===== src/rtl/wdog_pkg.sv =====
// Function
// timeout sets timeout_flag (bit 7) when interrupt generation is configured
// executing the watchdog interrupt vector clears timeout_flag
// writing one to timeout_flag clears it; writing zero leaves it
// interrupt requested only while flag, irq enable and global enable all set
// reset enable clear, irq enable set: interrupt-only mode, interrupt per timeout
// both enables set: combined mode, first timeout sets flag instead of reset
// in combined mode vector execution clears irq enable and flag
// in combined mode second timeout before vector execution resets system
// software re-arms irq enable after each interrupt, not inside the handler
// fuse unprogrammed: both enables clear stops; reset enable alone resets only
// fuse programmed (reads 0) forces reset-only mode regardless of enables
// clearing reset enable or changing period only while change_unlock set
// change_unlock clears itself four clock cycles after being written one
// watchdog_reset_flag forces reset enable to one; clearing needs flag clear
// period_select top bit at bit 5, lower bits at bits 2..0
// period 2048 oscillator cycles at code 0, doubling to 1048576 at 1001
// software unlocks with unlock and enable as ones, then writes within four
// fuse programmed holds reset enable at one and irq enable at zero
// counter counts cycles of the 128 kHz watchdog oscillator
// restart command restarts counter; software restarts before period elapses
// oscillator is synchronised; counter cleared on restart, timeout and reset
package wdog_pkg;

    // ------------------------------------------------------------
    // register map
    // ------------------------------------------------------------
    localparam logic [11:0] CTRL_STATUS_OFFSET = 12'h060;
    localparam int FLAG_BIT = 7;
    localparam int IRQ_EN_BIT = 6;
    localparam int PS_HI_BIT = 5;
    localparam int UNLOCK_BIT = 4;
    localparam int RST_EN_BIT = 3;
    localparam logic [3:0] PS_RESET = 4'h0;
    localparam logic RST_EN_RESET = 1'b0;
    localparam logic [3:0] PS_MAX_CODE = 4'h9;

    // ------------------------------------------------------------
    // timing
    // ------------------------------------------------------------
    localparam int OSC_FREQ_KHZ = 128;
    localparam int BASE_PERIOD_CYCLES = 2048;
    localparam logic [2:0] UNLOCK_CYCLES = 3'h4;

    // ------------------------------------------------------------
    // bus carriers
    // ------------------------------------------------------------
    typedef struct packed {
        logic psel;
        logic penable;
        logic pwrite;
        logic [11:0] paddr;
        logic [31:0] pwdata;
    } apb_req_s;

    typedef struct packed {
        logic [31:0] prdata;
        logic pready;
        logic pslverr;
    } apb_rsp_s;

endpackage


===== src/rtl/watchdog_timer_control.sv =====
// Design decision made here: register access over APB.
`timescale 1ns/10ps
`default_nettype none
module watchdog_timer_control
    import wdog_pkg::*;
#(
    parameter int BASE_CYCLES = BASE_PERIOD_CYCLES
) (
    // clock and reset
    input wire logic clk,
    input wire logic reset,
    input wire logic clk_en,
    // register bus
    input wire apb_req_s apb_req,
    output apb_rsp_s apb_rsp,
    // watchdog oscillator and fuse pins
    input wire logic wdog_osc,
    input wire logic always_on_fuse,
    // processor side
    input wire logic restart_cmd,
    input wire logic irq_ack,
    input wire logic global_irq_enable,
    input wire logic watchdog_reset_flag,
    // requests
    output logic wdt_irq,
    output logic sys_reset_req
);

    // ------------------------------------------------------------
    // state
    // ------------------------------------------------------------
    logic [1:0] osc_sync_ff;
    logic osc_prev_ff;
    logic [1:0] fuse_sync_ff;
    logic [20:0] cnt_ff;
    logic flag_ff;
    logic irq_en_ff;
    logic rst_en_ff;
    logic [3:0] ps_ff;
    logic unlock_ff;
    logic [2:0] unlock_cnt_ff;
    logic irq_ff;
    logic reset_req_ff;
    apb_rsp_s rsp_ff;

    logic tick;
    logic fuse_prog;
    logic rst_en_eff;
    logic irq_en_eff;
    logic [20:0] limit;
    logic timeout;
    logic hit;
    logic wr_fire;
    logic rd_take;
    logic [31:0] wd;
    logic flag_set;
    logic unlock_set;
    logic [3:0] ps_eff;
    logic [7:0] reg_view;

    assign apb_rsp = rsp_ff;
    assign wdt_irq = irq_ff;
    assign sys_reset_req = reset_req_ff;

    // ------------------------------------------------------------
    // pin synchronisers
    // ------------------------------------------------------------
    always_ff @(posedge clk) begin
        if (reset) begin
            osc_sync_ff <= 2'h0;
            osc_prev_ff <= 1'b0;
            fuse_sync_ff <= 2'h3;
        end else if (clk_en) begin
            osc_sync_ff <= {osc_sync_ff[0], wdog_osc};
            osc_prev_ff <= osc_sync_ff[1];
            fuse_sync_ff <= {fuse_sync_ff[0], always_on_fuse};
        end
    end

    // ------------------------------------------------------------
    // mode decode
    // ------------------------------------------------------------
    assign tick = osc_sync_ff[1] & ~osc_prev_ff;
    assign fuse_prog = ~fuse_sync_ff[1];
    assign rst_en_eff = rst_en_ff | watchdog_reset_flag | fuse_prog;
    assign irq_en_eff = irq_en_ff & ~fuse_prog;
    assign ps_eff = (ps_ff > PS_MAX_CODE) ? PS_MAX_CODE : ps_ff;
    assign limit = 21'(BASE_CYCLES << ps_eff) - 21'h000001;
    assign timeout = tick && (rst_en_eff || irq_en_eff) && (cnt_ff == limit);
    // interrupt-only mode sets on every timeout; combined mode leaves a set flag to the reset path
    assign flag_set = timeout && irq_en_eff && (!flag_ff || !rst_en_eff);
    assign reg_view = {flag_ff, irq_en_eff, ps_ff[3], unlock_ff,
                       rst_en_eff, ps_ff[2:0]};

    // ------------------------------------------------------------
    // bus decode
    // ------------------------------------------------------------
    assign hit = (apb_req.paddr == CTRL_STATUS_OFFSET);
    assign wr_fire = apb_req.psel && apb_req.penable && apb_req.pwrite &&
                     rsp_ff.pready && hit;
    assign rd_take = apb_req.psel && apb_req.penable && !rsp_ff.pready;
    assign wd = apb_req.pwdata;
    assign unlock_set = wr_fire && wd[UNLOCK_BIT] && wd[RST_EN_BIT];

    always_ff @(posedge clk) begin
        if (reset) begin
            rsp_ff <= '0;
        end else if (clk_en) begin
            if (rd_take) begin
                rsp_ff.pready <= 1'b1;
                rsp_ff.pslverr <= !hit;
                rsp_ff.prdata <= (hit && !apb_req.pwrite) ? {24'h000000, reg_view} : 32'h0;
            end else begin
                rsp_ff <= '0;
            end
        end
    end

    // ------------------------------------------------------------
    // counter
    // ------------------------------------------------------------
    always_ff @(posedge clk) begin
        if (reset) begin
            cnt_ff <= 21'h000000;
        end else if (clk_en) begin
            if (restart_cmd || timeout || !(rst_en_eff || irq_en_eff)) begin
                cnt_ff <= 21'h000000;
            end else if (tick) begin
                cnt_ff <= cnt_ff + 21'h000001;
            end
        end
    end

    // ------------------------------------------------------------
    // timeout flag
    // ------------------------------------------------------------
    always_ff @(posedge clk) begin
        if (reset) begin
            flag_ff <= 1'b0;
        end else if (clk_en) begin
            if (flag_set) begin
                flag_ff <= 1'b1;
            end else if (irq_ack || (wr_fire && wd[FLAG_BIT])) begin
                flag_ff <= 1'b0;
            end
        end
    end

    // ------------------------------------------------------------
    // interrupt enable
    // ------------------------------------------------------------
    always_ff @(posedge clk) begin
        if (reset) begin
            irq_en_ff <= 1'b0;
        end else if (clk_en) begin
            if (fuse_prog) begin
                irq_en_ff <= 1'b0;
            end else if (irq_ack && rst_en_eff) begin
                irq_en_ff <= 1'b0;
            end else if (wr_fire) begin
                irq_en_ff <= wd[IRQ_EN_BIT];
            end
        end
    end

    // ------------------------------------------------------------
    // reset enable and period
    // ------------------------------------------------------------
    always_ff @(posedge clk) begin
        if (reset) begin
            rst_en_ff <= RST_EN_RESET;
            ps_ff <= PS_RESET;
        end else if (clk_en) begin
            if (fuse_prog || watchdog_reset_flag) begin
                rst_en_ff <= 1'b1;
            end else if (wr_fire && (wd[RST_EN_BIT] || unlock_ff)) begin
                rst_en_ff <= wd[RST_EN_BIT];
            end
            if (wr_fire && unlock_ff) begin
                ps_ff <= {wd[PS_HI_BIT], wd[2:0]};
            end
        end
    end

    // ------------------------------------------------------------
    // change unlock window
    // ------------------------------------------------------------
    always_ff @(posedge clk) begin
        if (reset) begin
            unlock_ff <= 1'b0;
            unlock_cnt_ff <= 3'h0;
        end else if (clk_en) begin
            if (unlock_set) begin
                unlock_ff <= 1'b1;
                unlock_cnt_ff <= UNLOCK_CYCLES;
            end else if (wr_fire || unlock_cnt_ff == 3'h1) begin
                unlock_ff <= 1'b0;
                unlock_cnt_ff <= 3'h0;
            end else if (unlock_ff) begin
                unlock_cnt_ff <= unlock_cnt_ff - 3'h1;
            end
        end
    end

    // ------------------------------------------------------------
    // requests
    // ------------------------------------------------------------
    always_ff @(posedge clk) begin
        if (reset) begin
            irq_ff <= 1'b0;
            reset_req_ff <= 1'b0;
        end else if (clk_en) begin
            irq_ff <= flag_ff && irq_en_eff && global_irq_enable;
            if (timeout && rst_en_eff && (!irq_en_eff || flag_ff)) begin
                reset_req_ff <= 1'b1;
            end
        end
    end
endmodule
`default_nettype wire


===== config.mk =====
export PLATFORM = sky130hd
export DESIGN_NAME = watchdog_timer_control
export DESIGN_NICKNAME = d
export VERILOG_FILES = /design/src/rtl/wdog_pkg.sv /design/src/rtl/watchdog_timer_control.sv
export SDC_FILE = /design/constraint.sdc
export NUM_CORES = 1
export LEC_CHECK = 0
export BUFFER_PORTS_ARGS = -buffer_cell sky130_fd_sc_hd__buf_2
export CAP_MARGIN = 20
export CORE_MARGIN = 3
export CORE_UTILIZATION = 46
export DETAILED_ROUTE_END_ITERATION = 10
export PLACE_DENSITY = 0.74
export SYNTH_ARGS = -nofsm -noshare
export SYNTH_HDL_FRONTEND = slang
export SYNTH_SLANG_ARGS = --single-unit

===== constraint.sdc =====
create_clock -name clk -period 3.3 [get_ports clk]
set_clock_uncertainty 0.15 [all_clocks]
set_input_delay 0.99 -clock clk [delete_from_list [all_inputs] [get_ports clk]]
set_output_delay 0.99 -clock clk [all_outputs]
set_load 0.01 [all_outputs]

==> results.toml <==
[critical_path]
crit_top_cell = "a211oi_1"
r2r_slack_ns = 0.45
max_stage_delay_ns = 0.52
path_cells = "buf_4, or4_1, ha_1, and2_1, o2111a_1, a211oi_1, nor4_4, buf_12, a211oi_1"
cp-start-kind = "flip-flop"
cp-end-kind = "flip-flop"
r2r_cells = 9
arrival_ns = 2.93
criticalPathCategory = "flip-flop to flip-flop"
cp_max_fo = 17
cp_data_required_time_ns = 3.37
slowest_stage = "or4_1"

[global_route]
grt_pass1_vias = 2255
gr-total-overflow = 0
grt_pass1_wl_mm = 10.5
grt_max_degree = 35
globalRouteTotalUtil = 0.173
antenna_found_initial = 0

[timing]
finalMaxSlewViolations = 0
setup_violations = 0
hold_slack_ns = 0.321
timing.final.ws_setup_ns = 0.448
grt_setup_unrepaired = "false"
tightest_slew_ns = 1.00
period_share = 0.864
slew_headroom = 0.327
clock.fmax_ghz = 0.351
fin_crit_ns = 2.85
finalHoldViolations = 0
totalNegativeSetupSlack_ns = 0

[final_layout]
antenna_cells = 0
fin_nets = 436
drive_gt1_frac = 0.207
final_common_cell = "dfxtp_1"
n_fill_cell = 598
area_growth_pct = 11.1
layout_common_cells = "dfxtp_1 (49), buf_2 (43), nor2_1 (29), conb_1 (24), nand2_1 (20)"

[run_status]
outcome = "finished clean"

[routing]
avgRoutedWirePerCell_um = 13.8
vias = 2481
drc = 0
ant_nets = 0
routed_via_density = 5.49
routed_wirelength_mm = 6.26
drtPass1Iterations = 4
first_iter_violations = 123

[job]
maxCapViolations = 0

[clocking]
cts.sinks = 49
clkTransAtPathRegs_ns = 0.10
cts_tree = "built"
cts_resized = 0
cts_buffers = 5
clk_latency_ns = 0.31
root_buffer = "clkbuf_8"
htree_num_levels = 2
ctsLongestPathBuffers = 2

[worst_hold_path]
hp-class = "flip-flop to flip-flop"
whs_path_depth = 2

[placement]
hpwl_mm = 4.52
port_buffers = 43
gp_congestion = 0.880
pre_cts_slack_ns = 0.138

[logic_synthesis]
syn_area_sq_um = 2930
synth_seq_area_share = 0.335
ys_seq_elements = 49
syn_area_per_cell_sq_um = 8.60
synth_flop_cell = "dfxtp_1"
synthArstFlopShare = 0
synth.distinct_cells = 56
yosys_warnings = 0
synth_edf_count = 0
syn_inst = 340

[pwr]
clockPowerShare = 0.395
seq_power_share = 0.523
power_frac_comb = 0.082
powerDensity_nw_per_um2 = 353
power.leakage_nw = 1.26
p_int_w = 0.000876
peakVddDrop_v = 0.000282
sw_frac_of_total = 0.236
switchingPower_w = 0.000271

[floorplan]
row_count = 28
die_area_sq_um = 7350
fp.coreArea_sq_um = 6030
ios = 92
dieHeight_um = 85.7
die_x_um = 85.7
initial_utilization = 0.485
==> routing by layer <==
| metal | GRT usage | share of wire | vias to the layer above | wire length [um] |
|---|---|---|---|---|
| li1 | - | - | 1261 | - |
| met1 | 0.234 | 0.48 | 1163 | 3020 |
| met2 | 0.275 | 0.46 | 50 | 2910 |
| met3 | 0.0336 | 0.040 | 7 | 251 |
| met4 | 0.0647 | 0.013 | 0 | 81 |
| met5 | 0 | 0 | - | 0 |
==> synth_stat cells (4+ instances only) <==
| cell | instances | area share |
|---|---|---|
| dfxtp_1 | 49 | 0.34 |
| nor2_1 | 29 | 0.037 |
| buf_4 | 24 | 0.062 |
| nand2_1 | 20 | 0.026 |
| a211oi_1 | 16 | 0.041 |
| xnor2_1 | 15 | 0.045 |
| clkbuf_1 | 14 | 0.018 |
| mux2i_1 | 12 | 0.041 |
| nor3_1 | 11 | 0.019 |
| a21oi_1 | 10 | 0.017 |
| a22oi_1 | 8 | 0.021 |
| nor2b_1 | 8 | 0.017 |
| nor4_1 | 8 | 0.017 |
| inv_1 | 7 | 0.0090 |
| nand3_1 | 7 | 0.012 |
| nand4_1 | 7 | 0.015 |
| nor4b_1 | 7 | 0.021 |
| o21ai_0 | 7 | 0.012 |
| buf_2 | 6 | 0.010 |
| xor2_1 | 5 | 0.015 |
| and3_1 | 4 | 0.0086 |
| ha_1 | 4 | 0.017 |
| o211ai_1 | 4 | 0.010 |
| o31ai_1 | 4 | 0.010 |
| or3_1 | 4 | 0.0086 |
==> kinds of logic (layout without fill, tap and decap cells) <==
kind of cell / after synthesis / after routing / share of synthesized area
AO/OA/AOI/OAI: 64 / 64 / 0.157
XOR/XNOR: 20 / 20 / 0.0599
adder cells (fa/ha/maj): 4 / 4 / 0.0171
buffers and inverters: 55 / 69 / 0.107
flip-flops: 49 / 49 / 0.335
multiplexers: 12 / 12 / 0.0411
other: 1 / 24 / 0.00128
AND/OR/NAND/NOR: 135 / 135 / 0.281
==> final timing paths <==
check,endpoint,startpoint
setup / recovery,cnt_ff[0],ps_ff[0]
hold / removal,apb_rsp[8],apb_rsp[8]
setup reg to reg,cnt_ff[0],ps_ff[0]
hold reg to reg,apb_rsp[8],apb_rsp[8]
==> stage by stage <==
stage / instance area (sq um) / utilization / instances / total power (W)
detailed placement: 3110 / 0.516 / 443 / 0.000707
global placement: 3110 / 0.516 / 443 / 0.000705
finish: 3250 / 0.539 / 452 / 0.00115
global route: 3250 / 0.539 / 452 / 0.00119
CTS: 3230 / 0.536 / 451 / 0.00116
floorplan: 3010 / - / 363 / 0.000691
==> layout make-up <==
class	count	area, sq um	share of cell area
Multi-Input combinational cell	259	1720	0.529
Clock inverter	2	37.5	0.0115
Sequential cell	49	981	0.302
Clock buffer	6	82.6	0.0254
Inverter	7	26.3	0.00808
Tap cell	75	93.8	0.0289
Timing Repair Buffer	54	310	0.0955
==> registers in the layout, summed over array words and instances, names as in the netlist, 2 cells and up <==
name,flops
apb_rsp,10
cnt_ff,21
fuse_sync_ff,2
osc_sync_ff,2
ps_ff,4
unlock_cnt_ff,3
==> power by group through the flow <==
| stage | clock, W | combinational, W | sequential (W) |
|---|---|---|---|
| floorplan | 0 | 0.0000778 | 0.000613 |
| global placement | 0 | 0.0000909 | 0.000614 |
| detailed placement | 0 | 0.0000925 | 0.000614 |
| CTS | 0.000462 | 0.0000930 | 0.000600 |
| global route | 0.000486 | 0.000104 | 0.000601 |
| finish | 0.000453 | 0.0000939 | 0.000600 |
==> repair_timing <==
| action | in CTS | in global routing |
|---|---|---|
| endpoints found under the hold margin | 0 | 0 |
| hold buffers | 0 | 0 |
| setup buffers | 0 | 1 |
| endpoints found under the setup margin | 0 | 15 |
==> worst max-delay path: cells and delay by family, from the launching register on <==
family,cells,cell delay (ns)
compound gates,3,0.89
simple gates,3,0.80
buf+inv,2,0.33
flops,1,0.32
fa+ha+maj,1,0.27
(Power assumes the default switching activity.)
